===== config.mk =====
export PLATFORM = sky130hd
export DESIGN_NAME = pcd_gpio
export DESIGN_NICKNAME = d
export VERILOG_FILES = /design/src/design/pcd_pkg.sv /design/src/design/pcd_gpio.sv
export VERILOG_INCLUDE_DIRS = /design/src /design/src/design
export SDC_FILE = /design/constraint.sdc
export NUM_CORES = 1
export LEC_CHECK = 0
export CORE_ASPECT_RATIO = 1.75
export CORE_MARGIN = 2
export CORE_UTILIZATION = 35
export CTS_CLUSTER_SIZE = 16
export DETAILED_ROUTE_END_ITERATION = 7
export DONT_BUFFER_PORTS = 1
export PLACE_DENSITY = 0.56
export SLEW_MARGIN = 20
export SYNTH_ARGS = -nofsm -noshare
export SYNTH_HDL_FRONTEND = slang
export SYNTH_SLANG_ARGS = --single-unit

===== constraint.sdc =====
create_clock -name aclk -period 2.3 [get_ports aclk]
set_input_delay 0.115 -clock aclk [delete_from_list [all_inputs] [get_ports aclk]]
set_output_delay 0.115 -clock aclk [all_outputs]
set_load 0.02 [all_outputs]

===== src/design/pcd_defs.svh =====
`ifndef PCD_DEFS_SVH
`define PCD_DEFS_SVH

// Printed offsets are not all multiples of four: index, byte address = 4 * index
`define PCD_IDX_PC_DATA   4'h2
`define PCD_IDX_PD_DATA   4'h3
`define PCD_IDX_PC_DIR    4'h6
`define PCD_IDX_PD_DIR    4'h7
`define PCD_IDX_ADC_SEL   4'h8
`define PCD_IDX_TMR_SEL   4'h9

`define PCD_PC_W          6
`define PCD_PD_W          8
`define PCD_CLKOUT_BIT    7
`define PCD_CLKOUT_PIN    2
`define PCD_ADC_BASE      5'h08
`define PCD_ADC_PINS      7
`define PCD_T1_PIN        6
`define PCD_T2_PIN        4
`define PCD_PS_EXT        3'h7
`define PCD_DIR_RST       8'h00
`define PCD_PIN_W         14
`define PCD_ADC_SEL_W     5
`define PCD_ADC_SEL_RST   5'h1f
`define PCD_PS_W          3
`define PCD_PS1_LSB       0
`define PCD_PS2_LSB       4
`define PCD_PS_RST        3'h0
`define PCD_RESP_OKAY     2'h0
`define PCD_RESP_SLVERR   2'h2

`endif


===== src/design/pcd_pkg.sv =====
package pcd_pkg;
	typedef struct packed {
		logic [7:0] pc_out;
		logic [7:0] pc_oe;
		logic [7:0] pd_out;
		logic [7:0] pd_oe;
	} pcd_pins_s;

	typedef enum logic [1:0] {
		PCD_IDLE = 2'b01,
		PCD_RESP = 2'b10
	} pcd_state_e;
endpackage


===== src/design/pcd_gpio.sv =====
`include "pcd_defs.svh"

module pcd_gpio (
	// Clock and reset
	input  wire logic              aclk,
	input  wire logic              aresetn,
	// AXI4-Lite write address and data
	input  wire logic [5:0]        s_axi_awaddr,
	input  wire logic              s_axi_awvalid,
	output logic                   s_axi_awready,
	input  wire logic [31:0]       s_axi_wdata,
	input  wire logic [3:0]        s_axi_wstrb,
	input  wire logic              s_axi_wvalid,
	output logic                   s_axi_wready,
	// AXI4-Lite write response
	output logic [1:0]             s_axi_bresp,
	output logic                   s_axi_bvalid,
	input  wire logic              s_axi_bready,
	// AXI4-Lite read
	input  wire logic [5:0]        s_axi_araddr,
	input  wire logic              s_axi_arvalid,
	output logic                   s_axi_arready,
	output logic [31:0]            s_axi_rdata,
	output logic [1:0]             s_axi_rresp,
	output logic                   s_axi_rvalid,
	input  wire logic              s_axi_rready,
	// Pins
	input  wire logic [5:0]        port_c_in,
	input  wire logic [7:0]        port_d_in,
	output pcd_pkg::pcd_pins_s     pins
);
	// Register state
	logic [5:0]              pc_latch_r;
	logic [7:0]              pd_latch_r;
	logic [5:0]              pc_dir_r;
	logic                    clock_out_enable_r;
	logic [7:0]              pd_dir_r;
	logic [4:0]              converter_channel_select_r;
	logic [2:0]              timer_one_prescaler_select_r;
	logic [2:0]              timer_two_prescaler_select_r;
	logic [5:0]              aw_addr_r;
	logic                    aw_have_r;
	logic [31:0]             w_data_r;
	logic                    w_strb0_r;
	logic                    w_have_r;
	pcd_pkg::pcd_state_e     wr_state_r;
	pcd_pkg::pcd_state_e     rd_state_r;
	logic [1:0]              bresp_r;
	logic [31:0]             rdata_r;
	logic [1:0]              rresp_r;
	// Three-stage pin samplers
	logic [`PCD_PIN_W-1:0]   sync1_r;
	logic [`PCD_PIN_W-1:0]   sync2_r;
	logic [`PCD_PIN_W-1:0]   sync3_r;
	logic [`PCD_PIN_W-1:0]   pin_level_r;

	// Pin sampling: change accepted once stages two and three agree
	// Stage one may go metastable, so only stage two reads it
	always_ff @(posedge aclk) begin
		sync1_r <= {port_d_in, port_c_in};
		sync2_r <= sync1_r;
		sync3_r <= sync2_r;
	end

	// Pads read low after reset until a level has settled
	genvar gi;
	generate
		for (gi = 0; gi < `PCD_PIN_W; gi++) begin : g_filt
			always_ff @(posedge aclk) begin
				if (!aresetn) begin
					pin_level_r[gi] <= 1'b0;
				end else if (sync2_r[gi] == sync3_r[gi]) begin
					pin_level_r[gi] <= sync3_r[gi];
				end
			end
		end
	endgenerate

	wire [5:0] pc_pin = pin_level_r[5:0];
	wire [7:0] pd_pin = pin_level_r[13:6];

	// Converter and timer claims on port D
	// Channels from the base value up land on D0 to D6 in order
	wire [4:0] adc_off = converter_channel_select_r - `PCD_ADC_BASE;
	wire       adc_hit = (converter_channel_select_r >= `PCD_ADC_BASE)
		&& (adc_off < 5'(`PCD_ADC_PINS));
	wire [7:0] adc_claim = adc_hit ? 8'(8'h01 << adc_off[2:0]) : 8'h00;
	wire t1_ext = (timer_one_prescaler_select_r == `PCD_PS_EXT);
	wire t2_ext = (timer_two_prescaler_select_r == `PCD_PS_EXT);
	wire [7:0] tmr_claim = (8'(t1_ext) << `PCD_T1_PIN)
		| (8'(t2_ext) << `PCD_T2_PIN);
	wire [7:0] pd_claim = adc_claim | tmr_claim;

	// Pin drive
	// Clock-out goes through a gate, not a flop: a flop cannot follow both edges,
	// so the pad carries the gate's delay as skew against the internal clock
	logic [5:0] pc_oe;
	logic [5:0] pc_out;
	always_comb begin
		pc_oe  = pc_dir_r;
		pc_out = pc_latch_r;
		if (clock_out_enable_r) begin
			pc_oe[`PCD_CLKOUT_PIN]  = 1'b1;
			pc_out[`PCD_CLKOUT_PIN] = aclk;
		end
	end
	// Claimed pins are inputs to their owners; direction bits ignored
	assign pins.pc_out = {2'b00, pc_out};
	assign pins.pc_oe  = {2'b00, pc_oe};
	assign pins.pd_out = pd_latch_r;
	assign pins.pd_oe  = pd_dir_r & ~pd_claim;

	// Readback values, one bit at a time
	wire [5:0] pc_read;
	wire [7:0] pd_read;
	genvar gc;
	generate
		for (gc = 0; gc < `PCD_PC_W; gc++) begin : g_pc_rd
			assign pc_read[gc] = pc_dir_r[gc] ? pc_latch_r[gc] : pc_pin[gc];
		end
	endgenerate
	// A claimed bit never shows the pad: its owner may hold it at any level
	genvar gd;
	generate
		for (gd = 0; gd < `PCD_PD_W; gd++) begin : g_pd_rd
			wire gpio_bit = pd_dir_r[gd] ? pd_latch_r[gd] : pd_pin[gd];
			wire own_bit  = pd_dir_r[gd] & pd_latch_r[gd];
			assign pd_read[gd] = pd_claim[gd] ? own_bit : gpio_bit;
		end
	endgenerate
	wire [7:0] pc_dir_read = {clock_out_enable_r, 1'b0, pc_dir_r};
	wire [7:0] tmr_read    = {1'b0, timer_two_prescaler_select_r,
		1'b0, timer_one_prescaler_select_r};

	// Read decode
	// Unmapped words answer SLVERR and read as zero
	wire [3:0] ar_idx = s_axi_araddr[5:2];
	wire       ar_ok  = (ar_idx == `PCD_IDX_PC_DATA) || (ar_idx == `PCD_IDX_PD_DATA)
		|| (ar_idx == `PCD_IDX_PC_DIR) || (ar_idx == `PCD_IDX_PD_DIR)
		|| (ar_idx == `PCD_IDX_ADC_SEL) || (ar_idx == `PCD_IDX_TMR_SEL);
	logic [7:0] rd_val;
	always_comb begin
		if (ar_idx == `PCD_IDX_PC_DATA) begin
			rd_val = {2'b00, pc_read};
		end else if (ar_idx == `PCD_IDX_PD_DATA) begin
			rd_val = pd_read;
		end else if (ar_idx == `PCD_IDX_PC_DIR) begin
			rd_val = pc_dir_read;
		end else if (ar_idx == `PCD_IDX_PD_DIR) begin
			rd_val = pd_dir_r;
		end else if (ar_idx == `PCD_IDX_ADC_SEL) begin
			rd_val = {3'b000, converter_channel_select_r};
		end else if (ar_idx == `PCD_IDX_TMR_SEL) begin
			rd_val = tmr_read;
		end else begin
			rd_val = 8'h00;
		end
	end

	// Write decode: fires when address and data are both held
	// With byte lane zero off a mapped write is answered OKAY and changes nothing
	wire       wr_go  = aw_have_r && w_have_r && (wr_state_r == pcd_pkg::PCD_IDLE);
	wire [3:0] aw_idx = aw_addr_r[5:2];
	wire       wr_en  = wr_go && w_strb0_r;
	wire       we_pc  = wr_en && (aw_idx == `PCD_IDX_PC_DATA);
	wire       we_pd  = wr_en && (aw_idx == `PCD_IDX_PD_DATA);
	wire       we_pcd = wr_en && (aw_idx == `PCD_IDX_PC_DIR);
	wire       we_pdd = wr_en && (aw_idx == `PCD_IDX_PD_DIR);
	wire       we_adc = wr_en && (aw_idx == `PCD_IDX_ADC_SEL);
	wire       we_tmr = wr_en && (aw_idx == `PCD_IDX_TMR_SEL);
	wire       aw_ok  = (aw_idx == `PCD_IDX_PC_DATA) || (aw_idx == `PCD_IDX_PD_DATA)
		|| (aw_idx == `PCD_IDX_PC_DIR) || (aw_idx == `PCD_IDX_PD_DIR)
		|| (aw_idx == `PCD_IDX_ADC_SEL) || (aw_idx == `PCD_IDX_TMR_SEL);

	// Data latches have no reset, so power-up contents are unknown
	always_ff @(posedge aclk) begin
		if (we_pc) begin
			pc_latch_r <= w_data_r[5:0];
		end
		if (we_pd) begin
			pd_latch_r <= w_data_r[7:0];
		end
	end

	// Fields of the held write word
	wire [5:0] wd_pc_dir = w_data_r[`PCD_PC_W-1:0];
	wire       wd_clkout = w_data_r[`PCD_CLKOUT_BIT];
	wire [7:0] wd_byte   = w_data_r[`PCD_PD_W-1:0];
	wire [4:0] wd_adc    = w_data_r[`PCD_ADC_SEL_W-1:0];
	wire [2:0] wd_ps1    = w_data_r[`PCD_PS1_LSB +: `PCD_PS_W];
	wire [2:0] wd_ps2    = w_data_r[`PCD_PS2_LSB +: `PCD_PS_W];

	// Port C direction and clock-out enable share one register
	always_ff @(posedge aclk) begin
		if (!aresetn) begin
			pc_dir_r           <= `PCD_PC_W'(`PCD_DIR_RST);
			clock_out_enable_r <= 1'b0;
		end else if (we_pcd) begin
			pc_dir_r           <= wd_pc_dir;
			clock_out_enable_r <= wd_clkout;
		end
	end

	always_ff @(posedge aclk) begin
		if (!aresetn) begin
			pd_dir_r <= `PCD_DIR_RST;
		end else if (we_pdd) begin
			pd_dir_r <= wd_byte;
		end
	end

	// Selects reset to no converter channel and no external timer clock
	always_ff @(posedge aclk) begin
		if (!aresetn) begin
			converter_channel_select_r <= `PCD_ADC_SEL_RST;
		end else if (we_adc) begin
			converter_channel_select_r <= wd_adc;
		end
	end

	always_ff @(posedge aclk) begin
		if (!aresetn) begin
			timer_one_prescaler_select_r <= `PCD_PS_RST;
			timer_two_prescaler_select_r <= `PCD_PS_RST;
		end else if (we_tmr) begin
			timer_one_prescaler_select_r <= wd_ps1;
			timer_two_prescaler_select_r <= wd_ps2;
		end
	end

	// Write channel: address and data accepted in either order
	assign s_axi_awready = !aw_have_r && (wr_state_r == pcd_pkg::PCD_IDLE);
	assign s_axi_wready  = !w_have_r && (wr_state_r == pcd_pkg::PCD_IDLE);
	wire aw_take = s_axi_awvalid && s_axi_awready;
	wire w_take  = s_axi_wvalid && s_axi_wready;
	// Holding registers: each channel is taken once, in either order
	always_ff @(posedge aclk) begin
		if (!aresetn) begin
			aw_have_r <= 1'b0;
			aw_addr_r <= 6'h00;
		end else if (aw_take) begin
			aw_have_r <= 1'b1;
			aw_addr_r <= s_axi_awaddr;
		end else if (wr_go) begin
			aw_have_r <= 1'b0;
		end
	end

	always_ff @(posedge aclk) begin
		if (!aresetn) begin
			w_have_r  <= 1'b0;
			w_data_r  <= 32'h0000_0000;
			w_strb0_r <= 1'b0;
		end else if (w_take) begin
			w_have_r  <= 1'b1;
			w_data_r  <= s_axi_wdata;
			w_strb0_r <= s_axi_wstrb[0];
		end else if (wr_go) begin
			w_have_r <= 1'b0;
		end
	end

	// Response stands until the master takes it
	always_ff @(posedge aclk) begin
		if (!aresetn) begin
			wr_state_r <= pcd_pkg::PCD_IDLE;
			bresp_r    <= `PCD_RESP_OKAY;
		end else begin
			case (wr_state_r)
				pcd_pkg::PCD_IDLE: begin
					if (wr_go) begin
						bresp_r    <= aw_ok ? `PCD_RESP_OKAY : `PCD_RESP_SLVERR;
						wr_state_r <= pcd_pkg::PCD_RESP;
					end
				end
				pcd_pkg::PCD_RESP: begin
					if (s_axi_bready) begin
						wr_state_r <= pcd_pkg::PCD_IDLE;
					end
				end
				default: wr_state_r <= pcd_pkg::PCD_IDLE;
			endcase
		end
	end
	assign s_axi_bvalid = (wr_state_r == pcd_pkg::PCD_RESP);
	assign s_axi_bresp  = bresp_r;

	// Read channel: one cycle from address to data
	assign s_axi_arready = (rd_state_r == pcd_pkg::PCD_IDLE);
	wire ar_take = s_axi_arvalid && s_axi_arready;
	// Decode is combinational, so the word is captured at the taking edge
	always_ff @(posedge aclk) begin
		if (!aresetn) begin
			rdata_r <= 32'h0000_0000;
			rresp_r <= `PCD_RESP_OKAY;
		end else if (ar_take) begin
			rdata_r <= {24'h00_0000, rd_val};
			rresp_r <= ar_ok ? `PCD_RESP_OKAY : `PCD_RESP_SLVERR;
		end
	end

	always_ff @(posedge aclk) begin
		if (!aresetn) begin
			rd_state_r <= pcd_pkg::PCD_IDLE;
		end else begin
			case (rd_state_r)
				pcd_pkg::PCD_IDLE: begin
					if (ar_take) begin
						rd_state_r <= pcd_pkg::PCD_RESP;
					end
				end
				pcd_pkg::PCD_RESP: begin
					if (s_axi_rready) begin
						rd_state_r <= pcd_pkg::PCD_IDLE;
					end
				end
				default: rd_state_r <= pcd_pkg::PCD_IDLE;
			endcase
		end
	end
	assign s_axi_rvalid = (rd_state_r == pcd_pkg::PCD_RESP);
	assign s_axi_rdata  = rdata_r;
	assign s_axi_rresp  = rresp_r;
endmodule


==> flow_summary.json, run 1 <==
{
  "floorplan.initialDensity_pct": 35.7,
  "r2r-end": "converter_channel_select_r[0]",
  "dr.first_iter.drc_count": 193,
  "design.die.area_um2": 15100,
  "clk-insertion-delay-late_ns": 0.52,
  "clock.fmax_mhz": 471,
  "final_nets": 602,
  "cts.repair.resized": 0,
  "synth_ff_type": "sky130_fd_sc_hd__dfxtp_1",
  "number_of_enable_flip_flop_cells_after_synthesis": 14,
  "cp_cell_sequence": "nand4b_4 -> nor4_4 -> mux2i_1 -> nand2_1 -> dlygate4sd3_1",
  "tns_ns": 0,
  "synth_adder_area_share_pct": 0,
  "post_drt_via_cell_ratio": 4.82,
  "start_kind": "flop",
  "endpoint": "converter_channel_select_r[0]",
  "final-setup-viol-count": 0,
  "via_count": 3482,
  "worst_slew_pin_slew_ns": 0.565,
  "clk_pin_slew_worst_paths_ns": 0.06,
  "max_slew_headroom_at_the_worst_pin_pct": 62.0,
  "yosysTopAreaCell": "sky130_fd_sc_hd__dfxtp_1",
  "post_synth_mux_area_share_pct": 5.32,
  "finalHoldViolations": 0,
  "overall_track_demand_over_capacity_in_global_routing_pct": 16.3,
  "status": "finished, final reports clean",
  "ys_warn_count": 0,
  "dieWidth_um": 93.8,
  "min-delay-path-class": "in -> reg",
  "worst-setup-path-type": "reg -> reg",
  "cp_slowest_stage_delay_ns": 0.56,
  "antennaDiodeCount": 0,
  "unrepaired_setup_endpoints_after_global_routing": "false",
  "num_rows": 57,
  "rr_startpoint": "wr_state_r[0]",
  "mostFrequentLayoutCells": "111 x sky130_fd_sc_hd__dfxtp_1, 73 x sky130_fd_sc_hd__nand2_1, 36 x sky130_fd_sc_hd__o21ai_0",
  "layout.cells.most_common": "sky130_fd_sc_hd__dfxtp_1",
  "detailedPlacementHpwl_um": 8390,
  "timing.critical_path.to_type": "flop",
  "data_arrival_time_at_the_worst_slack_endpoint_ns": 2.53,
  "cell_count_of_the_worst_reg_to_reg_path": 5,
  "io_buffer_count": 0,
  "first_global_vias": 3479,
  "drc": 0,
  "dp_slack_ns": 0.629,
  "fin_crit_ns": 2.12,
  "grt_remaining_overflow": 0,
  "yosys.area_share.xor_xnor_pct": 0,
  "timing.final.crit_share_pct": 92.3,
  "antenna_found_initial": 0,
  "wire_per_inst_um": 16.2,
  "tritoncts_clock_tree": "yes",
  "synthTopCellsByArea": "sky130_fd_sc_hd__dfxtp_1 45%, sky130_fd_sc_hd__edfxtp_1 8.5%, sky130_fd_sc_hd__buf_4 6.1%, sky130_fd_sc_hd__nand2_1 5.5%, sky130_fd_sc_hd__mux2i_1 4.9%",
  "drtPass1Iterations": 4,
  "gp_routability_congestion": 0.831,
  "cts_post_setup_buffers_inserted": 0,
  "ios": 142,
  "standard_cell_core_area_um2": 13800,
  "worst_setup_path_startpoint": "wr_state_r[0]",
  "wire_length_of_the_first_global_routing_pass_um": 18500,
  "dominant_combinational_cell_family_by_area_after_synthesis": "simple AND/OR/NAND/NOR gates",
  "synth-compound-area-share_pct": 14.7,
  "finalWirelength_um": 11700,
  "irDropWorstVdd_mv": 0.527,
  "powerDensity_nw_per_um2": 959,
  "pin_count_of_the_biggest_net_entering_global_routing": 76,
  "synth.distinct_cells": 44,
  "slowest_stage": "sky130_fd_sc_hd__dlygate4sd3_1",
  "syn_inst": 504,
  "timing.max_cap.violations": 0,
  "crit_required_ns": 2.70,
  "die_h_um": 161,
  "synthesis.area_per_instance_um2": 9.80,
  "synth_top_cell_area_share_pct": 45.0,
  "post_route_cells_drive_above_1_share_pct": 9.16,
  "synth_seq_cells": 125,
  "fraction_of_synthesis_flops_using_an_asynchronous_set_or_reset_pin_pct": 0,
  "total_leakage_power_nw": 2.18,
  "synth_seq_area_share_pct": 53.5,
  "flow.area_growth_from_synthesis_pct": 21.5,
  "worst_slack_ns": 0.177,
  "yosys.area_share.simple_pct": 17.6,
  "finalClockSkew_ns": 0.00590,
  "r2r_setup_slack_ns": 0.18,
  "antenna_violating_nets_post_route": 0,
  "crit_path_max_fanout": 9,
  "synth.cell_area_um2": 4940,
  "number_of_slew_limit_violations_in_the_final_report": 0
}
==> how the worst min path moves through the flow <==
stage	startpoint	end	slack, ns	cells past startpoint
after floorplan	port_c_in[0]	sync1_r[0]	0.14	0
after global placement	port_c_in[2]	sync1_r[2]	0.14	0
after detailed placement	port_d_in[5]	sync1_r[11]	0.14	0
after CTS	s_axi_araddr[5]	s_axi_rdata[5]	0.02	3
after global routing	s_axi_araddr[5]	s_axi_rdata[5]	0.03	3
final	s_axi_wvalid	w_strb0_r	0.03	3
==> registers in the layout (all words and copies together), names as in the netlist, 8 cells and up <==
register     cells
pd_dir_r         8
pd_latch_r       8
pd_pin           8
s_axi_rdata      8
sync1_r         14
sync2_r         14
sync3_r         14
w_data_r         8
==> cells in the mapped netlist, drive strengths merged, types with 3 or more instances <==
cell type,n
o21ai,36
nand2,73
nand3b,5
inv,12
nand2b,6
nand3,18
edfxtp,14
clkbuf,15
buf,47
a21oi,18
nor2b,22
dfxtp,111
a211oi,4
mux2i,24
a31oi,7
a21boi,33
and3,3
and2,6
nor4,3
nor2,8
nor4b,3
o21a,6
nor3,4
nor3b,3
o22ai,3
==> cells by family after synthesis <==
group / Yosys count
simple gates: 163
flops: 125
compound gates: 115
buf+inv: 74
mux: 26
other cells: 1
==> repair_timing <==
item                                   CTS  global route
hold buffers                            35             0
setup endpoints to repair                0             1
endpoints found under the hold margin   83             0
==> power breakdown <==
group          switching (mW)  internal (mW)
combinational           0.177          0.122
sequential             0.0758           2.29
clock                   0.964           2.12
total                    1.22           4.54
==> critical path: cells and delay by family (launching register included) <==
kind | cells | cell delay [ns]
flip-flops | 1 | 0.42
buffers and inverters | 1 | 0.56
AND/OR/NAND/NOR | 3 | 0.78
multiplexers | 1 | 0.24
==> area by class of cell <==
cell class / count / area (um2)
Fill cell: 1351 / 7840
Tap cell: 177 / 221
Clock buffer: 24 / 547
Inverter: 12 / 45.0
Multi-Input combinational cell: 334 / 1980
Clock inverter: 11 / 164
Timing Repair Buffer: 40 / 405
Sequential cell: 125 / 2640
==> routing by layer <==
| metal | part of all wire, % | wire length, um | global-route usage (%) |
|---|---|---|---|
| met1 | 38 | 4410 | 16.9 |
| met2 | 55 | 6430 | 28.8 |
| met3 | 5.4 | 637 | 5.18 |
| met4 | 2.2 | 259 | 8.70 |
| met5 | 0 | 0 | 0 |
==> per-stage QoR <==
stage,hold WS [ns],instance area (um2),power (mW),utilization [%],cells
finish,0.0280,6000,5.75,43.4,723
detailed placement,0.143,4920,2.65,35.6,653
global route,0.0273,6000,5.99,43.4,723
CTS,0.0201,6000,5.82,43.4,723
global placement,0.143,4920,2.64,35.6,653
floorplan,0.143,5050,2.65,-,533
Note: power is estimated with default switching activity, not from simulation.
==> run 2: changes to the inputs <==
--- a/config.mk
+++ b/config.mk
@@ -7,7 +7,6 @@
 export NUM_CORES = 1
 export LEC_CHECK = 0
 export CORE_ASPECT_RATIO = 1.75
-export CORE_MARGIN = 2
 export CORE_UTILIZATION = 35
 export CTS_CLUSTER_SIZE = 16
 export DETAILED_ROUTE_END_ITERATION = 7
==> flow_summary.json, run 2 (synthesized netlist as in run 1, its figures left out) <==
{
  "data_arrival_time_at_the_worst_slack_endpoint_ns": 2.41,
  "worst-setup-path-type": "reg -> reg",
  "totalPowerFinal_mw": 5.49,
  "status": "finished, final reports clean",
  "finalCoreUtilization_pct": 43.1,
  "timing.critical_path.to_type": "flop",
  "floorplan.initialDensity_pct": 35.7,
  "post_route_cells_drive_above_1_share_pct": 9.65,
  "antennaDiodeCount": 0,
  "fillerInstances": 1363,
  "pwr-share-seq_pct": 43.2,
  "clk-insertion-delay-late_ns": 0.52,
  "placed_area_um2": 4920,
  "crit_required_ns": 2.70,
  "gp_routability_congestion": 0.911,
  "ios": 142,
  "standard_cell_core_area_um2": 13800,
  "irDropWorstVdd_mv": 0.469,
  "global_route.usage.met3_pct": 5.44,
  "layout.cells.most_common": "sky130_fd_sc_hd__dfxtp_1",
  "power_switching_mw": 1.26,
  "finalClockSkew_ns": 0.00556,
  "grtUsageMet1_pct": 17.6,
  "antenna_violating_nets_post_route": 0,
  "global_routing_s_busiest_layer": "met2",
  "first_global_vias": 3572,
  "finalWirelength_um": 11700,
  "antenna_found_initial": 0,
  "finalHoldViolations": 0,
  "clk_pin_slew_worst_paths_ns": 0.06,
  "number_of_slew_limit_violations_in_the_final_report": 0,
  "num_rows": 57,
  "timing.final.crit_share_pct": 87.1,
  "cts.repair.resized": 0,
  "unrepaired_setup_endpoints_after_global_routing": "false",
  "start_kind": "flop",
  "clockPowerShare_pct": 51.4,
  "max_slew_headroom_at_the_worst_pin_pct": 60.9,
  "layout_top_registers": "sync1_r (14), sync2_r (14), sync3_r (14)",
  "detailedPlacementHpwl_um": 8070,
  "flow.area_growth_from_synthesis_pct": 20.8,
  "pin_count_of_the_biggest_net_entering_global_routing": 76,
  "fin_crit_ns": 2.00,
  "dr.first_iter.drc_count": 165,
  "final_nets": 605,
  "total_leakage_power_nw": 2.15,
  "worst_slew_pin_slew_ns": 0.588,
  "crit_path_max_fanout": 9,
  "wire_length_of_the_first_global_routing_pass_um": 18700,
  "grt_remaining_overflow": 0,
  "timing.max_cap.violations": 0,
  "mostFrequentLayoutCells": "111 x sky130_fd_sc_hd__dfxtp_1, 73 x sky130_fd_sc_hd__nand2_1, 36 x sky130_fd_sc_hd__o21ai_0",
  "holdWs_ns": 0.00659,
  "min-delay-path-class": "in -> reg",
  "die_h_um": 159,
  "global_route.usage.met2_pct": 29.4,
  "tritoncts_clock_tree": "yes",
  "wire_per_inst_um": 16.1,
  "overall_track_demand_over_capacity_in_global_routing_pct": 17.3,
  "design.die.area_um2": 14600,
  "finish.instance_area_um2": 5970,
  "via_count": 3525,
  "clock.fmax_mhz": 499,
  "final-setup-viol-count": 0,
  "dieWidth_um": 91.8,
  "powerDensity_nw_per_um2": 921,
  "netSwitchingFraction_pct": 23.0,
  "share_comb_of_total_power_pct": 5.4,
  "internal_power_mw": 4.23,
  "tns_ns": 0,
  "io_buffer_count": 0,
  "post_drt_via_cell_ratio": 4.86,
  "drc": 0,
  "drtPass1Iterations": 4
}
run 2: cell count changes in the layout (fill, tap and decap cells not counted), sizes merged:
cell,before,now
dlygate4sd3,34,35
clkbuf,24,21
buf,6,8
bufinv,4,2
inv,12,13
clkinvlp,2,6
run 2: power by group through the flow:
stage	registers, mW	logic [mW]	clock network (mW)
floorplan	2.39	0.261	0.000310
finish	2.37	0.299	2.82
detailed placement	2.42	0.226	0.000310
CTS	2.37	0.301	2.88
global placement	2.41	0.220	0.000310
global route	2.38	0.332	2.99
run 2: worst paths after layout:
| kind | start | end | slack (ns) | depth (start not counted) |
|---|---|---|---|---|
| max | w_have_r | converter_channel_select_r[0] | 0.30 | 5 |
| min | s_axi_araddr[4] | s_axi_rdata[5] | 0.007 | 4 |
| max reg2reg | w_have_r | converter_channel_select_r[0] | 0.30 | 5 |
| min reg2reg | sync1_r[12] | sync2_r[12] | 0.32 | 0 |
run 2: metrics by stage:
stage | setup slack (ns) | instances
floorplan | 0.322 | 533
global placement | 0.689 | 653
detailed placement | 0.639 | 653
CTS | 0.0954 | 724
global route | 0.163 | 726
finish | 0.296 | 726
run 2: final cells by class:
type	count	area, um2	area share [%]
multi-input cells	334	1980	33.1
flip-flops and latches	125	2640	44.3
repair buffers	43	430	7.21
inverters	12	45.0	0.755
clock buffers	21	504	8.45
clock inverters	14	146	2.45
well taps	177	221	3.71
run 2: what timing repair did:
item	CTS	global route
setup endpoints to repair	0	1
hold buffers	36	0
endpoints found under the hold margin	83	0
buffers inserted	0	2
run 2: critical path: stages (launching register included):
cell and delay (ns):
sky130_fd_sc_hd__dfxtp_1 0.43, sky130_fd_sc_hd__nand4b_4 0.25, sky130_fd_sc_hd__nor4_4 0.35, sky130_fd_sc_hd__mux2i_1 0.24
sky130_fd_sc_hd__nand2_1 0.06, sky130_fd_sc_hd__dlygate4sd3_1 0.56
run 2: routing by layer:
metal  vias up  wire length [um]
met5         -                 0
met4         0               405
met3        24               735
met2       123              6160
met1      1639              4390
li1       1739                 -
==> run 3: changes to the inputs <==
--- a/config.mk
+++ b/config.mk
@@ -6,12 +6,14 @@
 export SDC_FILE = /design/constraint.sdc
 export NUM_CORES = 1
 export LEC_CHECK = 0
+export CELL_PAD_IN_SITES_DETAIL_PLACEMENT = 0
+export CELL_PAD_IN_SITES_GLOBAL_PLACEMENT = 1
 export CORE_ASPECT_RATIO = 1.75
 export CORE_UTILIZATION = 35
 export CTS_CLUSTER_SIZE = 16
 export DETAILED_ROUTE_END_ITERATION = 7
 export DONT_BUFFER_PORTS = 1
-export PLACE_DENSITY = 0.56
+export PLACE_DENSITY_LB_ADDON = 0.08
 export SLEW_MARGIN = 20
 export SYNTH_ARGS = -nofsm -noshare
 export SYNTH_HDL_FRONTEND = slang
==> flow_summary.json, run 3 (synthesized netlist as in run 1, its figures left out) <==
{
  "io_buffer_count": 0,
  "final_nets": 604,
  "dr.first_iter.drc_count": 119,
  "holdWs_ns": 0.0302,
  "cts.repair.resized": 0,
  "power_switching_mw": 1.27,
  "overall_track_demand_over_capacity_in_global_routing_pct": 17.7,
  "tns_ns": 0,
  "max_slew_headroom_at_the_worst_pin_pct": 61.3,
  "drc": 0,
  "crit_path_max_fanout": 9,
  "crit_required_ns": 2.70,
  "tritoncts_clock_tree": "yes",
  "internal_power_mw": 4.46,
  "powerDensity_nw_per_um2": 953,
  "post_route_cells_drive_above_1_share_pct": 9.31,
  "antenna_found_initial": 0,
  "timing.critical_path.to_type": "flop",
  "worst-setup-path-type": "reg -> reg",
  "clockPowerShare_pct": 53.3,
  "die_h_um": 159,
  "ios": 142,
  "cp_cell_sequence": "nand4b_4 -> nor4_4 -> mux2i_1 -> nand2_1 -> dlygate4sd3_1",
  "drtPass1Iterations": 4,
  "floorplan.initialDensity_pct": 35.7,
  "flow.area_growth_from_synthesis_pct": 21.5,
  "cp_slowest_stage_delay_ns": 0.55,
  "fillerInstances": 1394,
  "cts_post_setup_buffers_inserted": 0,
  "clk-insertion-delay-late_ns": 0.52,
  "final-setup-viol-count": 0,
  "dieWidth_um": 91.8,
  "irDropWorstVdd_mv": 0.544,
  "num_rows": 57,
  "unrepaired_setup_endpoints_after_global_routing": "false",
  "fin_crit_ns": 2.11,
  "wire_length_of_the_first_global_routing_pass_um": 19100,
  "mostFrequentLayoutCells": "111 x sky130_fd_sc_hd__dfxtp_1, 73 x sky130_fd_sc_hd__nand2_1, 36 x sky130_fd_sc_hd__o21ai_0",
  "gp_routability_congestion": 0.817,
  "timing.final.crit_share_pct": 91.9,
  "finalClockSkew_ns": 0.00822,
  "worst_slew_pin_slew_ns": 0.579,
  "detailedPlacementHpwl_um": 8520,
  "post_drt_via_cell_ratio": 4.76,
  "clk_pin_slew_worst_paths_ns": 0.06,
  "netSwitchingFraction_pct": 22.1,
  "antenna_violating_nets_post_route": 0,
  "finalHoldViolations": 0,
  "pwr-share-seq_pct": 41.4,
  "finalWirelength_um": 12000,
  "grt_remaining_overflow": 0,
  "number_of_slew_limit_violations_in_the_final_report": 0,
  "min-delay-path-class": "in -> reg",
  "layout.cells.most_common": "sky130_fd_sc_hd__dfxtp_1",
  "standard_cell_core_area_um2": 13800,
  "start_kind": "flop",
  "data_arrival_time_at_the_worst_slack_endpoint_ns": 2.51,
  "clock.fmax_mhz": 473,
  "first_global_vias": 3408,
  "antennaDiodeCount": 0,
  "worst_slack_ns": 0.185,
  "share_comb_of_total_power_pct": 5.3,
  "timing.max_cap.violations": 0,
  "wire_per_inst_um": 16.6,
  "layout_top_registers": "sync1_r (14), sync2_r (14), sync3_r (14)",
  "slowest_stage": "sky130_fd_sc_hd__dlygate4sd3_1",
  "dp_slack_ns": 0.631,
  "total_leakage_power_nw": 2.17,
  "via_count": 3454,
  "status": "finished, final reports clean",
  "pin_count_of_the_biggest_net_entering_global_routing": 76,
  "design.die.area_um2": 14600
}
-- run 3: cell types whose count changed in the layout (fill, tap and decap cells not counted), sizes merged --
cell	before	now
buf	8	7
bufinv	2	4
clkinv	5	4
clkinvlp	6	3
inv	13	15
-- run 3: worst max-delay path, delay by kind of cell (launching register included) --
family,cells,cell delay (ns)
multiplexers,1,0.24
buffers and inverters,1,0.55
AND/OR/NAND/NOR,3,0.77
flip-flops,1,0.43
-- run 3: layer usage --
metal / wire (um) / GRT usage, %
met4: 345 / 10.4
met1: 4660 / 18.7
met2: 6430 / 30.8
met3: 557 / 5.21
met5: 0 / 0
-- run 3: power by group through the flow --
stage                     combinational, mW  sequential, mW  clock, mW
after floorplan                       0.261            2.39   0.000310
after global placement                0.228            2.42   0.000310
after detailed placement              0.232            2.42   0.000310
after CTS                             0.307            2.37       3.13
after global routing                  0.337            2.38       3.23
final                                 0.303            2.37       3.05
-- run 3: worst paths after layout --
| check | slack, ns | depth (start not counted) | endpoint | start |
|---|---|---|---|---|
| worst min register to register | 0.32 | 0 | sync2_r[0] | sync1_r[0] |
| worst min-delay path | 0.03 | 4 | s_axi_rdata[4] | s_axi_araddr[4] |
| worst max register to register | 0.19 | 5 | converter_channel_select_r[0] | w_have_r |
| worst max-delay path | 0.19 | 5 | converter_channel_select_r[0] | w_have_r |
-- run 3: area by class of cell --
type                       instances  area (um2)  share of cell area (%)
clock buffer                      21         504                    8.40
clock inverter                    14         191                    3.19
inverter                          12        45.0                   0.750
multi-input combinational        334        1980                    32.9
sequential                       125        2640                    44.0
tap                              177         221                    3.69
timing repair buffer              42         423                    7.04
-- run 3: repair_timing --
item,in CTS,in global routing
endpoints found under the hold margin,83,0
setup endpoints to repair,0,1
hold buffers,36,0
-- run 3: metrics by stage --
| step | instances | total power [mW] | cell area, um2 | utilization, % |
|---|---|---|---|---|
| global route | 725 | 5.95 | 6000 | 43.4 |
| finish | 725 | 5.72 | 6000 | 43.4 |
| detailed placement | 654 | 2.65 | 4930 | 35.6 |
| floorplan | 533 | 2.65 | 5050 | - |
| global placement | 654 | 2.64 | 4930 | 35.6 |
| CTS | 725 | 5.81 | 6000 | 43.4 |
